==> config.mk <==
export PLATFORM = sky130hd
export DESIGN_NAME = cpsq_seq
export DESIGN_NICKNAME = d
export VERILOG_FILES = /design/src/core/cpsq_pkg.sv /design/src/core/cpsq_seq.sv
export VERILOG_INCLUDE_DIRS = /design/src /design/src/core
export SDC_FILE = /design/constraint.sdc
export NUM_CORES = 1
export LEC_CHECK = 0
export ABC_AREA = 1
export BUFFER_PORTS_ARGS = -buffer_cell sky130_fd_sc_hd__clkbuf_2
export CAP_MARGIN = 20
export CORE_MARGIN = 2
export CORE_UTILIZATION = 65
export DETAILED_ROUTE_END_ITERATION = 7
export HOLD_SLACK_MARGIN = 0.15
export PLACE_DENSITY = 0.9
export SYNTH_ARGS = -nofsm -noshare
export SYNTH_HDL_FRONTEND = slang
export SYNTH_SLANG_ARGS = --single-unit
==> constraint.sdc <==
create_clock -name CLOCK -period 4.15 [get_ports CLOCK]
set_input_delay 0.6225 -clock CLOCK [delete_from_list [all_inputs] [get_ports CLOCK]]
set_output_delay 0.6225 -clock CLOCK [all_outputs]
set_load 0.02 [all_outputs]
==> src/core/cpsq_params.svh <==
`ifndef CPSQ_PARAMS_SVH
`define CPSQ_PARAMS_SVH

// ----------------------------------------
// register offsets (byte addresses)
// ----------------------------------------
`define CPSQ_ADDR_CTRL    4'h0
`define CPSQ_ADDR_LIMIT   4'h4
`define CPSQ_ADDR_STATUS  4'h8
`define CPSQ_ADDR_WDOG    4'hC

// ----------------------------------------
// control register fields
// ----------------------------------------
`define CPSQ_CTRL_CHG_EN    0
`define CPSQ_CTRL_LL_DIS    1
`define CPSQ_CTRL_REV_EN    2
`define CPSQ_CTRL_REV_LIM   3
`define CPSQ_CTRL_DET_REQ   4
`define CPSQ_CTRL_BSW_OFF   5
`define CPSQ_CTRL_BSW_RSTEN 6
`define CPSQ_CTRL_BSW_DLY   7
`define CPSQ_CTRL_RST       8'h40

// ----------------------------------------
// limit register fields and reset values
// ----------------------------------------
`define CPSQ_ICL_RST      5'h0_4
`define CPSQ_ICL_500      5'h0_4
`define CPSQ_ICL_2400     5'h1_7
`define CPSQ_ICL_200      5'h0_1
`define CPSQ_VIL_RST      4'h6
`define CPSQ_TRK_RST      2'h0
`define CPSQ_SRC_NONE     3'h0
`define CPSQ_SRC_USB      3'h1
`define CPSQ_SRC_ADAPT    3'h2
`define CPSQ_SRC_REV      3'h7
`define CPSQ_WDSEL_RST    2'h1

// ----------------------------------------
// timing, clock 20 MHz, times in ms
// ----------------------------------------
`define CPSQ_CLK_KHZ      20000
`define CPSQ_T_BIAS_MS    220
`define CPSQ_T_QUAL_MS    30
`define CPSQ_T_RETRY_MS   2000
`define CPSQ_T_REV_MS     30
`define CPSQ_T_SAFE_MS    21600000
`define CPSQ_T_WD1_MS     40000
`define CPSQ_T_WD2_MS     80000
`define CPSQ_T_WD3_MS     160000
`define CPSQ_MS_CYC       (`CPSQ_CLK_KHZ)
`define CPSQ_PULSE_CYC    16

`endif

==> src/core/cpsq_pkg.sv <==
package cpsq_pkg;

	typedef enum logic [6:0] {
		ST_OFF   = 7'b000_0001,
		ST_BIAS  = 7'b000_0010,
		ST_QUAL  = 7'b000_0100,
		ST_WAIT  = 7'b000_1000,
		ST_DET   = 7'b001_0000,
		ST_CONV  = 7'b010_0000,
		ST_REV   = 7'b100_0000
	} cpsq_state_t;

	typedef logic [31:0] cpsq_word_t;

endpackage

==> src/core/cpsq_seq.sv <==
// Summary of operation
// - battery only: switch on, bias regulator off
// - overload in supplement: switch off, flag set
// - switch stays off until input or exit
// - bias, qualify, detect, voltage limit, converter
// - bias on after 220ms input present
// - qualify over 30ms window under load
// - failed qualification retries every two seconds
// - qualified: input good flag, event pulse
// - detection done: limit, power good, type, pulse
// - select high 500mA/001, low 2400mA/010
// - default mode tracks pin; host requests update
// - tracking offset raises voltage limit floor
// - converter waits for limit; 200mA below 2.2V
// - after start switch follows charge enable
// - light load only when allowed and enabled
// - reverse supply after 30ms and conditions
// - reverse: status 111, current limit, light start
// - reset: default mode, expired flag high
// - default mode six hour charge limit
// - kick enters host mode, restarts watchdog
// - expiry resets registers except kept fields
//
// Added by the designer: the register offsets and register access over Wishbone.
`timescale 1ns/100ps
`default_nettype none
`include "cpsq_params.svh"

module cpsq_seq
	import cpsq_pkg::*;
#(
	parameter int unsigned BIAS_CYC  = `CPSQ_T_BIAS_MS * `CPSQ_MS_CYC,
	parameter int unsigned QUAL_CYC  = `CPSQ_T_QUAL_MS * `CPSQ_MS_CYC,
	parameter int unsigned RETRY_CYC = `CPSQ_T_RETRY_MS * `CPSQ_MS_CYC,
	parameter int unsigned REV_CYC   = `CPSQ_T_REV_MS * `CPSQ_MS_CYC,
	parameter int unsigned MS_CYC    = `CPSQ_MS_CYC,
	parameter int unsigned SAFE_MS   = `CPSQ_T_SAFE_MS,
	parameter int unsigned WD1_MS    = `CPSQ_T_WD1_MS
) (
	// clock and reset
	input  wire logic        CLOCK,
	input  wire logic        RESET,
	// wishbone slave
	input  wire logic        WB_CYC_I,
	input  wire logic        WB_STB_I,
	input  wire logic        WB_WE_I,
	input  wire logic [3:0]  WB_ADR_I,
	input  wire logic [3:0]  WB_SEL_I,
	input  wire logic [31:0] WB_DAT_I,
	output logic      [31:0] WB_DAT_O,
	output logic             WB_ACK_O,
	// analog comparator inputs
	input  wire logic        BAT_ABOVE_DEPLETION,
	input  wire logic        BAT_OVERCURRENT,
	input  wire logic        SHIP_EXIT,
	input  wire logic        INPUT_PRESENT,
	input  wire logic        INPUT_ABOVE_SLEEP,
	input  wire logic        INPUT_BELOW_OV,
	input  wire logic        INPUT_ABOVE_MIN,
	input  wire logic        SOURCE_SELECT,
	input  wire logic        SYS_BELOW_2V2,
	input  wire logic        BAT_BELOW_MINSYS,
	input  wire logic        BAT_ABOVE_LOW,
	input  wire logic        INPUT_BELOW_BAT_SLEEP,
	input  wire logic        THERMISTOR_INPUT_OK,
	input  wire logic        BAT_ABOVE_VIL,
	// power stage controls
	output logic             BATTERY_SWITCH_ON,
	output logic             INTERNAL_BIAS_REGULATOR,
	output logic             QUAL_LOAD_ON,
	output logic             CONVERTER_ON,
	output logic             REVERSE_MODE,
	output logic             REVERSE_LIMIT_HIGH,
	output logic             LIGHT_LOAD_ALLOW,
	output logic             CHARGE_ACTIVE,
	output logic             USE_TRACKED_VLIMIT,
	output logic [4:0]       EFFECTIVE_ICL,
	output logic             HOST_EVENT_PULSE_N
);

	// ----------------------------------------
	// registers
	// ----------------------------------------
	cpsq_state_t st_q;
	logic [31:0] cnt_q;
	logic [31:0] wd_cyc_q;
	logic [31:0] wd_ms_q;
	logic [31:0] safe_cyc_q;
	logic [31:0] safe_ms_q;
	logic [31:0] rev_cnt_q;
	logic [4:0]  pulse_q;
	logic        chg_en_q, ll_dis_q, rev_en_q, rev_lim_q, det_req_q;
	logic        bsw_off_q, bsw_rsten_q, bsw_dly_q;
	logic [4:0]  icl_q;
	logic [3:0]  vil_q;
	logic [1:0]  trk_q;
	logic [1:0]  wdsel_q;
	logic        host_q, wd_exp_q, in_good_q, pg_q, safe_done_q;
	logic [2:0]  src_q;

	logic bus_wr, bus_rd, kick, wd_expire, event_d, ok_bias, rev_go;
	assign bus_wr = WB_CYC_I && WB_STB_I && WB_WE_I && !WB_ACK_O
		&& WB_SEL_I[0];
	assign bus_rd = WB_CYC_I && WB_STB_I && !WB_WE_I && !WB_ACK_O;
	assign kick = bus_wr && WB_ADR_I == `CPSQ_ADDR_WDOG && WB_DAT_I[0];
	assign ok_bias = INPUT_PRESENT && INPUT_ABOVE_SLEEP;
	assign rev_go = rev_en_q && rev_cnt_q >= REV_CYC && BAT_ABOVE_LOW
		&& INPUT_BELOW_BAT_SLEEP && THERMISTOR_INPUT_OK;

	function automatic logic [31:0] wd_limit(input logic [1:0] s);
		case (s)
			2'h1: wd_limit = WD1_MS;
			2'h2: wd_limit = `CPSQ_T_WD2_MS;
			default: wd_limit = `CPSQ_T_WD3_MS;
		endcase
	endfunction

	function automatic logic [4:0] pin_icl(input logic sel);
		pin_icl = sel ? `CPSQ_ICL_500 : `CPSQ_ICL_2400;
	endfunction

	function automatic logic [2:0] pin_src(input logic sel);
		pin_src = sel ? `CPSQ_SRC_USB : `CPSQ_SRC_ADAPT;
	endfunction

	assign wd_expire = host_q && wdsel_q != 2'h0
		&& wd_ms_q >= wd_limit(wdsel_q);

	// ----------------------------------------
	// power-up sequencer
	// ----------------------------------------
	always_ff @(posedge CLOCK) begin
		event_d <= 1'b0;
		if (RESET) begin
			st_q <= ST_OFF;
			cnt_q <= 32'h0000_0000;
			in_good_q <= 1'b0;
			pg_q <= 1'b0;
			src_q <= `CPSQ_SRC_NONE;
		end else if (!ok_bias && st_q != ST_REV) begin
			// reverse supply starts from the input-off state only
			if (st_q == ST_OFF && rev_go) begin
				st_q <= ST_REV;
			end else begin
				st_q <= ST_OFF;
			end
			cnt_q <= 32'h0000_0000;
			in_good_q <= 1'b0;
			pg_q <= 1'b0;
			src_q <= `CPSQ_SRC_NONE;
		end else begin
			case (st_q)
				ST_OFF: begin
					if (rev_go) begin
						st_q <= ST_REV;
					end else if (cnt_q >= BIAS_CYC - 1) begin
						st_q <= ST_BIAS;
						cnt_q <= 32'h0000_0000;
					end else begin
						cnt_q <= cnt_q + 32'h0000_0001;
					end
				end
				ST_BIAS: begin
					st_q <= ST_QUAL;
				end
				ST_QUAL: begin
					if (!(INPUT_BELOW_OV && INPUT_ABOVE_MIN)) begin
						st_q <= ST_WAIT;
						cnt_q <= 32'h0000_0000;
					end else if (cnt_q >= QUAL_CYC - 1) begin
						st_q <= ST_DET;
						in_good_q <= 1'b1;
						event_d <= 1'b1;
						cnt_q <= 32'h0000_0000;
					end else begin
						cnt_q <= cnt_q + 32'h0000_0001;
					end
				end
				ST_WAIT: begin
					if (cnt_q >= RETRY_CYC - 1) begin
						st_q <= ST_QUAL;
						cnt_q <= 32'h0000_0000;
					end else begin
						cnt_q <= cnt_q + 32'h0000_0001;
					end
				end
				ST_DET: begin
					// let the qualification pulse end so two pulses show
					if (!event_d && pulse_q == 5'h0_0 && HOST_EVENT_PULSE_N) begin
						st_q <= ST_CONV;
						pg_q <= 1'b1;
						src_q <= pin_src(SOURCE_SELECT);
						event_d <= 1'b1;
					end
				end
				ST_CONV: begin
					st_q <= ST_CONV;
				end
				ST_REV: begin
					src_q <= `CPSQ_SRC_REV;
					if (!rev_en_q || !BAT_ABOVE_LOW || !THERMISTOR_INPUT_OK) begin
						st_q <= ST_OFF;
						src_q <= `CPSQ_SRC_NONE;
					end
				end
				default: st_q <= ST_OFF;
			endcase
		end
	end

	// reverse enable settle counter
	always_ff @(posedge CLOCK) begin
		if (RESET || !rev_en_q) begin
			rev_cnt_q <= 32'h0000_0000;
		end else if (rev_cnt_q < REV_CYC) begin
			rev_cnt_q <= rev_cnt_q + 32'h0000_0001;
		end
	end

	// ----------------------------------------
	// event pulse
	// ----------------------------------------
	always_ff @(posedge CLOCK) begin
		if (RESET) begin
			pulse_q <= 5'h0_0;
		end else if (event_d) begin
			pulse_q <= 5'(`CPSQ_PULSE_CYC);
		end else if (pulse_q != 5'h0_0) begin
			pulse_q <= pulse_q - 5'h0_1;
		end
	end

	// ----------------------------------------
	// watchdog and safety timer
	// ----------------------------------------
	always_ff @(posedge CLOCK) begin
		if (RESET) begin
			host_q <= 1'b0;
			wd_exp_q <= 1'b1;
			wd_cyc_q <= 32'h0000_0000;
			wd_ms_q <= 32'h0000_0000;
		end else if (kick) begin
			host_q <= 1'b1;
			wd_exp_q <= 1'b0;
			wd_cyc_q <= 32'h0000_0000;
			wd_ms_q <= 32'h0000_0000;
		end else if (wd_expire) begin
			host_q <= 1'b0;
			wd_exp_q <= 1'b1;
		end else if (host_q && wdsel_q != 2'h0) begin
			if (wd_cyc_q >= MS_CYC - 1) begin
				wd_cyc_q <= 32'h0000_0000;
				wd_ms_q <= wd_ms_q + 32'h0000_0001;
			end else begin
				wd_cyc_q <= wd_cyc_q + 32'h0000_0001;
			end
		end
	end

	always_ff @(posedge CLOCK) begin
		if (RESET || host_q || !CHARGE_ACTIVE) begin
			safe_cyc_q <= 32'h0000_0000;
			safe_ms_q <= 32'h0000_0000;
			if (RESET) safe_done_q <= 1'b0;
		end else if (safe_ms_q >= SAFE_MS) begin
			safe_done_q <= 1'b1;
		end else if (safe_cyc_q >= MS_CYC - 1) begin
			safe_cyc_q <= 32'h0000_0000;
			safe_ms_q <= safe_ms_q + 32'h0000_0001;
		end else begin
			safe_cyc_q <= safe_cyc_q + 32'h0000_0001;
		end
	end

	// ----------------------------------------
	// software registers
	// ----------------------------------------
	always_ff @(posedge CLOCK) begin
		if (RESET || wd_expire) begin
			chg_en_q <= 1'b1;
			ll_dis_q <= 1'b0;
			rev_en_q <= 1'b0;
			rev_lim_q <= 1'b1;
			det_req_q <= 1'b0;
			trk_q <= `CPSQ_TRK_RST;
			wdsel_q <= `CPSQ_WDSEL_RST;
			if (RESET) begin
				bsw_rsten_q <= 1'b1;
				bsw_dly_q <= 1'b0;
				vil_q <= `CPSQ_VIL_RST;
			end
		end else begin
			det_req_q <= 1'b0;
			if (bus_wr && WB_ADR_I == `CPSQ_ADDR_CTRL) begin
				chg_en_q <= WB_DAT_I[`CPSQ_CTRL_CHG_EN];
				ll_dis_q <= WB_DAT_I[`CPSQ_CTRL_LL_DIS];
				rev_en_q <= WB_DAT_I[`CPSQ_CTRL_REV_EN];
				rev_lim_q <= WB_DAT_I[`CPSQ_CTRL_REV_LIM];
				det_req_q <= WB_DAT_I[`CPSQ_CTRL_DET_REQ];
				bsw_rsten_q <= WB_DAT_I[`CPSQ_CTRL_BSW_RSTEN];
				bsw_dly_q <= WB_DAT_I[`CPSQ_CTRL_BSW_DLY];
			end
			if (bus_wr && WB_ADR_I == `CPSQ_ADDR_LIMIT) begin
				vil_q <= WB_DAT_I[8:5];
				trk_q <= WB_DAT_I[10:9];
			end
			if (bus_wr && WB_ADR_I == `CPSQ_ADDR_WDOG) begin
				wdsel_q <= WB_DAT_I[2:1];
			end
		end
	end

	// input current limit: kept across expiry
	always_ff @(posedge CLOCK) begin
		if (RESET) begin
			icl_q <= `CPSQ_ICL_RST;
		end else if (st_q == ST_DET || (!host_q && st_q == ST_CONV)
			|| (host_q && det_req_q)) begin
			icl_q <= pin_icl(SOURCE_SELECT);
		end else if (bus_wr && WB_ADR_I == `CPSQ_ADDR_LIMIT && host_q) begin
			icl_q <= WB_DAT_I[4:0];
		end
	end

	// battery switch off flag: overload set wins over clear
	always_ff @(posedge CLOCK) begin
		if (RESET) begin
			bsw_off_q <= 1'b0;
		end else if (BAT_OVERCURRENT && BATTERY_SWITCH_ON) begin
			bsw_off_q <= 1'b1;
		end else if (st_q == ST_BIAS || SHIP_EXIT) begin
			bsw_off_q <= 1'b0;
		end else if (bus_wr && WB_ADR_I == `CPSQ_ADDR_CTRL) begin
			bsw_off_q <= WB_DAT_I[`CPSQ_CTRL_BSW_OFF];
		end
	end

	// ----------------------------------------
	// bus answer
	// ----------------------------------------
	always_ff @(posedge CLOCK) begin
		if (RESET) begin
			WB_ACK_O <= 1'b0;
			WB_DAT_O <= 32'h0000_0000;
		end else begin
			WB_ACK_O <= WB_CYC_I && WB_STB_I && !WB_ACK_O;
			WB_DAT_O <= 32'h0000_0000;
			if (bus_rd) begin
				case (WB_ADR_I)
					`CPSQ_ADDR_CTRL: WB_DAT_O <= {24'h00_0000, bsw_dly_q,
						bsw_rsten_q, bsw_off_q, 1'b0, rev_lim_q, rev_en_q,
						ll_dis_q, chg_en_q};
					`CPSQ_ADDR_LIMIT: WB_DAT_O <= {21'h00_0000, trk_q,
						vil_q, icl_q};
					`CPSQ_ADDR_STATUS: WB_DAT_O <= {23'h00_0000,
						safe_done_q, st_q == ST_REV, pg_q, in_good_q,
						src_q, host_q, wd_exp_q};
					`CPSQ_ADDR_WDOG: WB_DAT_O <= {29'h0000_0000, wdsel_q,
						1'b0};
					default: WB_DAT_O <= 32'h0000_0000;
				endcase
			end
		end
	end

	// ----------------------------------------
	// power stage outputs
	// ----------------------------------------
	always_ff @(posedge CLOCK) begin
		if (RESET) begin
			BATTERY_SWITCH_ON <= 1'b0;
			INTERNAL_BIAS_REGULATOR <= 1'b0;
			QUAL_LOAD_ON <= 1'b0;
			CONVERTER_ON <= 1'b0;
			REVERSE_MODE <= 1'b0;
			REVERSE_LIMIT_HIGH <= 1'b0;
			LIGHT_LOAD_ALLOW <= 1'b0;
			CHARGE_ACTIVE <= 1'b0;
			USE_TRACKED_VLIMIT <= 1'b0;
			EFFECTIVE_ICL <= `CPSQ_ICL_RST;
			HOST_EVENT_PULSE_N <= 1'b1;
		end else begin
			HOST_EVENT_PULSE_N <= pulse_q == 5'h0_0;
			if (BAT_OVERCURRENT && BATTERY_SWITCH_ON) begin
				BATTERY_SWITCH_ON <= 1'b0;
			end else if (st_q == ST_CONV) begin
				BATTERY_SWITCH_ON <= chg_en_q && !bsw_off_q;
			end else begin
				BATTERY_SWITCH_ON <= BAT_ABOVE_DEPLETION && !bsw_off_q;
			end
			INTERNAL_BIAS_REGULATOR <= st_q != ST_OFF;
			QUAL_LOAD_ON <= st_q == ST_QUAL;
			CONVERTER_ON <= st_q == ST_CONV;
			REVERSE_MODE <= st_q == ST_REV;
			REVERSE_LIMIT_HIGH <= rev_lim_q;
			LIGHT_LOAD_ALLOW <= !ll_dis_q && (st_q == ST_REV
				|| !chg_en_q || BAT_BELOW_MINSYS);
			CHARGE_ACTIVE <= st_q == ST_CONV && chg_en_q && !safe_done_q;
			USE_TRACKED_VLIMIT <= trk_q != 2'h0 && BAT_ABOVE_VIL;
			EFFECTIVE_ICL <= (SYS_BELOW_2V2 && icl_q > `CPSQ_ICL_200)
				? `CPSQ_ICL_200 : icl_q;
		end
	end

endmodule

`default_nettype wire

=== Word level (Yosys, flattened, before mapping) ===
Index checks and enable logic that the tools add are counted.

* Logic and storage cells: 229
* Output and inout port bits: 48
* Register bits: 282
* Bits of input ports: 59

* Muxes and demuxes: 53
* Reductions and logical operators: 90
* Equal/unequal tests: 23
* $lt $le $gt $ge: 10
* Add/sub/neg operators: 7
* Bitwise logic cells: 4

{| class="wikitable"
|+ Operators with widths
! kind !! count
|-
| 2-to-1 mux 32 bit || 7
|-
| adder 32 x 1 -> 32 bit (second input constant) || 6
|-
| one-hot mux 32 bit (3 select lines) || 1
|-
| >= comparator 32 x 15 -> 1 bit (second input constant) || 2
|-
| >= comparator 32 x 20 -> 1 bit (second input constant) || 2
|-
| 2-to-1 mux 7 bit || 9
|-
| one-hot mux 7 bit (7 select lines) || 1
|-
| one-hot mux 11 bit (4 select lines) || 1
|-
| one-hot mux 18 bit (2 select lines) || 1
|-
| logical AND 1 bit || 34
|-
| >= comparator 32 x 23 -> 1 bit (second input constant) || 1
|-
| >= comparator 32 x 25 -> 1 bit (second input constant) || 1
|-
| >= comparator 32 x 26 -> 1 bit (second input constant) || 1
|-
| >= comparator 32 bit || 1
|-
| less-than comparator 32 x 20 -> 1 bit (second input constant) || 1
|-
| 2-to-1 mux 5 bit || 5
|-
| 2-to-1 mux 1 bit || 19
|-
| nonzero test 2 bit || 9
|-
| AND reduction 2 bit || 8
|-
| OR reduction 2 bit || 7
|-
| logical NOT 1 bit || 13
|-
| 2-to-1 mux 4 bit || 3
|-
| logical OR 1 bit || 11
|-
| 2-to-1 mux 3 bit || 3
|-
| 29 further kinds || 40
|}

=== Depth between registers and ports, before layout ===
* Depth after elaboration: 8
* Mapped depth: 16
* Mapped depth without buffers: 16

=== Worst setup path before layout ===
No wires, ideal clock.

* Kind: register -> register
* Start: register wdsel_q[0]
* End: register vil_q[0] (enable)
* Library setup time: 0.361 ns
* Data arrival time: 2.191 ns
* Data required time: 3.789 ns
* Clock period less this slack: 2.552 ns
* Setup slack: 1.598 ns
* Cell stages (with the launch flop): 11
* Path buffers: 0
* Cell sequence: dfxtp_1 -> inv_1 -> ha_1 -> ha_1 -> a21oi_1 -> nand2_1 -> nor3_1 -> nand3_1 -> nand2_1 -> nand2_1 -> o21ai_0

* Word-level cells in the longest chain between the ends: 7
* Elaborated cells between the ends (all ways): 11
* Classes of those cells: 1 x order compare; 3 x eq/ne; 1 x mux; 6 x reduce/logical

{| class="wikitable"
|+ RTL lines
! item !! line !! text
|-
| from (decl) || cpsq_seq.sv:97 || <nowiki>logic [1:0] wdsel_q;</nowiki>
|-
| from (signal assigned) || cpsq_seq.sv:286 || <nowiki>wdsel_q <= `CPSQ_WDSEL_RST;</nowiki>
|-
| from (signal assigned) || cpsq_seq.sv:308 || <nowiki>wdsel_q <= WB_DAT_I[2:1];</nowiki>
|-
| equality test 2 bit / equality test 2 x 1 -> 1 bit (equally long branches) || cpsq_seq.sv:111 || <nowiki>case (s)</nowiki>
|-
| one-hot mux 18 bit (2 select lines) || cpsq_seq.sv:111 ||
|-
| >= comparator 32 bit || cpsq_seq.sv:127 || <nowiki>&& wd_ms_q >= wd_limit(wdsel_q);</nowiki>
|-
| logical AND 1 bit * || cpsq_seq.sv:127 ||
|-
| logical OR 1 bit * || cpsq_seq.sv:279 || <nowiki>if (RESET || wd_expire) begin</nowiki>
|-
| != test 2 bit (no source line) / nonzero test 2 bit (equally long branches) || -- ||
|-
| AND reduction 2 bit (no source line) * || -- ||
|-
| to (signal assigned) || cpsq_seq.sv:290 || <nowiki>vil_q <= `CPSQ_VIL_RST;</nowiki>
|-
| to (signal assigned) || cpsq_seq.sv:304 || <nowiki>vil_q <= WB_DAT_I[8:5];</nowiki>
|-
| to (decl) || cpsq_seq.sv:95 || <nowiki>logic [3:0] vil_q;</nowiki>
|}

Every way passes the cells marked *; elsewhere a longest branch is shown, timed or not.
A chain may end at the register's enable or synchronous reset.

=== Final worst setup path ===
* Start: register wdsel_q[0]
* End: register vil_q[3] (enable)

The elaborated chain is that of the path after synthesis.

==> results.py <==
metrics = {
    "run_status": {
        "status": "finished, final reports clean",
    },
    "global_routing": {
        "grt_pass1_wl_mm": 46.73,
        "grt_usage_pct": 27.31,
        "overflow": 0,
        "antenna_found_initial": 1,
        "grt_max_degree": 47,
        "grt_pass1_vias": 10440,
    },
    "synth": {
        "post_synth.cell_area_avg_um2": 7.026,
        "ys.flop_type": "dfxtp_1",
        "synth_cell_type_count": 52,
        "ys_seq_area_share_pct": 41.61,
        "async_flop_share_pct": 0,
        "ys_seq_elements": 261,
        "synth-edff-count": 7,
        "syn-cell-area_um2": 12720,
        "synth_cells": 1811,
        "yosys_warnings": 0,
    },
    "job": {
        "cap_violations": 0,
    },
    "drt": {
        "wl_met2_mm": 13.44,
        "drc": 0,
        "drtIter0Drc": 797,
        "drt-total-wl_mm": 28.67,
        "wl_per_cell_um": 13.31,
        "via_per_inst": 5.409,
        "first_pass_iters": 5,
        "top_layer": "met5",
        "wl_met1_mm": 12.18,
        "ant_nets": 0,
        "met3WireLength_mm": 1.913,
        "vias": 11650,
    },
    "power_and_ir_drop": {
        "p_per_area_nw_per_um2": 380.4,
        "swShare_pct": 23.71,
        "p_int_mw": 4.066,
        "leakage_nw": 5.511,
        "p_sw_mw": 1.264,
        "p_seq_share_pct": 48.5,
        "comb_power_share_pct": 6.5,
        "vdd_drop_max_mv": 0.3149,
        "p_clk_share_pct": 45.0,
    },
    "die": {
        "dieArea_um2": 20710,
        "die_y_um": 143.9,
        "core_um2": 19330,
        "die_x_um": 143.9,
        "start_util_pct": 65.81,
        "io_pins": 107,
        "rows": 51,
    },
    "placement": {
        "portBuffers": 61,
        "dp_slack_ns": 0.9476,
        "dp.cells": 2103,
        "finalWeightedCongestion": 0.9484,
        "hpwl_mm": 20.28,
    },
    "cts": {
        "cts.sinks": 261,
        "cts_buffer_depth": 3,
        "cts-root-buf": "clkbuf_16",
        "postCtsSetupBuffers": 0,
        "clkSlewWorstSetupHoldPaths_ns": 0.07,
        "cts_resized": 0,
        "hold_buffers": 0,
        "ctsHtreeMaxLevel": 1,
        "cts_buffers": 27,
        "clk_latency_ns": 0.54,
        "cts_tree": "built",
    },
    "timing": {
        "slew_viol_final": 0,
        "period_needed_ns": 3.247,
        "layout_setup_ws_ns": 0.9031,
        "fmax_ghz": 0.3080,
        "fin_setup_tns_ns": 0,
        "relSlewSlack_pct": 35.79,
        "setup_violations": 0,
        "tightest_slew_ns": 0.9630,
        "rsz0062_at_grt": "false",
        "clock_skew_ns": 0.01248,
        "period_share_pct": 78.24,
        "finalHoldViolations": 0,
    },
    "hold_path": {
        "holdPathEnd": "USE_TRACKED_VLIMIT$_SDFF_PP0_",
        "min_path_cells": 3,
        "min_from": "BAT_ABOVE_VIL",
        "min_path_type": "input pin to flip-flop",
    },
    "finish": {
        "final_cell_count_no_fill": 2154,
        "drive_gt1_share_pct": 8.686,
        "nNetsFinal": 1951,
        "areaGrowthSynthToFinish_pct": 10.10,
        "utilization_pct": 72.46,
    },
    "worst_setup_path": {
        "r2r_slack_ns": 0.90,
        "crit_chain": "inv_1, ha_1, ha_1, a21oi_1, nand2_1, nor3_1, nand3_1, nand2_1, nand2_1, o21ai_0",
        "cp.arrival_ns": 3.42,
        "required_ns": 4.32,
        "critPathBufInv": 1,
        "reg2reg_to": "vil_q[3]$_SDFFCE_PP0P_",
        "cp.depth": 10,
        "critPathKind": "flip-flop to flip-flop",
        "slowest_stage": "o21ai_0",
        "path_max_fanout": 15,
        "slowest_delay_ns": 0.62,
        "end_kind": "flip-flop",
        "startpoint_type": "flip-flop",
        "regToRegStartpoint": "wdsel_q[0]$_SDFFE_PP1P_",
        "cpMostUsedCell": "nand2_1",
        "r2r_cells": 10,
        "crit_family": "simple AND/OR/NAND/NOR gates",
    },
}
-- cell type report --
type / instances / area (µm²)
multi-input cells: 1270 / 6240
fillers: 1495 / 5325
flip-flops and latches: 261 / 5295
inverters: 239 / 897.1
clock buffers: 37 / 753.2
repair buffers: 68 / 357.8
well taps: 265 / 331.6
clock inverters: 13 / 132.6
diodes: 1 / 2.502
-- tightest hold or removal path, cell delays in order --
cell,delay [ns]
clkbuf_2,0.08
nand2_1,0.06
a21oi_1,0.03
-- power groups by stage --
stage / clock network, mW / registers, mW / logic [mW]
floorplan: 0 / 2.65 / 0.274
global placement: 0 / 2.64 / 0.331
detailed placement: 0 / 2.64 / 0.344
CTS: 2.42 / 2.59 / 0.346
global route: 2.52 / 2.59 / 0.386
finish: 2.40 / 2.59 / 0.345
-- stage by stage --
stage	instance area (µm²)	hold slack, ns	power (mW)
finish	14010	0.2999	5.330
global route	14010	0.2872	5.498
CTS	14010	0.2941	5.356
detailed placement	13120	0.4150	2.984
global placement	13120	0.4149	2.969
floorplan	12800	0.4000	2.920
-- synth_stat cells, drive strengths merged (2+ instances only) --
cell | number | area [µm²]
and3 | 5 | 31.28
nand3b | 3 | 22.52
xnor2 | 21 | 183.9
buf | 49 | 327.8
nand3 | 103 | 530.5
inv | 238 | 893.4
o22ai | 2 | 12.51
o21ai | 44 | 224.0
and2 | 2 | 12.51
or2 | 5 | 31.28
dfxtp | 254 | 5085
nor2 | 309 | 1220
clkbuf | 12 | 45.04
a31oi | 4 | 25.02
ha | 25 | 312.8
o221ai | 3 | 26.28
a21boi | 2 | 15.01
nor4 | 20 | 167.7
o211ai | 5 | 37.54
a211oi | 2 | 15.01
xor2 | 44 | 385.4
nand4 | 39 | 250.2
nand2 | 410 | 1567
nor3 | 77 | 417.9
a221oi | 3 | 26.28
a21oi | 109 | 549.3
edfxtp | 7 | 210.2
nor3b | 7 | 52.55
-- cell families after synthesis --
family / count (synthesis) / share of synthesized area [%]
xor+xnor: 65 / 4.474
simple gates: 980 / 33.82
flops: 261 / 41.61
fa+ha+maj: 25 / 2.458
other cells: 1 / 0.02947
compound gates: 179 / 7.630
buf+inv: 300 / 9.980
-- worst max path at each step --
stage                                  end  slack (ns)                    start
floorplan           vil_q[0]$_SDFFCE_PP0P_        1.60  wdsel_q[0]$_SDFFE_PP1P_
global placement    vil_q[3]$_SDFFCE_PP0P_        1.07  wdsel_q[0]$_SDFFE_PP1P_
detailed placement  vil_q[3]$_SDFFCE_PP0P_        0.95  wdsel_q[0]$_SDFFE_PP1P_
CTS                 vil_q[3]$_SDFFCE_PP0P_        0.94  wdsel_q[0]$_SDFFE_PP1P_
global route        vil_q[3]$_SDFFCE_PP0P_        0.62  wdsel_q[0]$_SDFFE_PP1P_
finish              vil_q[3]$_SDFFCE_PP0P_        0.90  wdsel_q[0]$_SDFFE_PP1P_
-- layer usage --
| layer | GRT usage, % | vias up |
|---|---|---|
| met5 | 0 | - |
| met4 | 12.38 | 2 |
| met3 | 4.432 | 88 |
| met2 | 45.81 | 422 |
| met1 | 34.60 | 5298 |
| li1 | - | 5840 |
-- cell usage in the layout (no fill, tap or decap), types with 4 or more instances in the layout --
cell and count:
nand2_1 403, nor2_1 291, dfxtp_1 254, inv_1 231, a21oi_1 108, nand3_1 99
nor3_1 73, clkbuf_2 61, xor2_1 44, o21ai_0 40, nand4_1 38, clkbuf_16 27
ha_1 25, xnor2_1 21, conb_1 21, nor4_1 16, nor2_2 15, inv_2 7
nor3b_1 7, edfxtp_1 7, buf_4 7, clkinv_2 6, clkbuf_1 6, and3_1 5
nand2_2 5, or2_2 5, o211ai_1 5, nand3_2 4, a31oi_1 4, clkbuf_8 4
-- flip-flops by register name (all words and copies together) (netlist names), 4 cells and up --
signal,cells
EFFECTIVE_ICL,5
WB_DAT_O,11
cnt_q,32
icl_q,5
pulse_q,5
rev_cnt_q,32
safe_cyc_q,32
safe_ms_q,32
st_q,7
vil_q,4
wd_cyc_q,32
wd_ms_q,32
No activity file was read; power rests on OpenSTA's default activity.
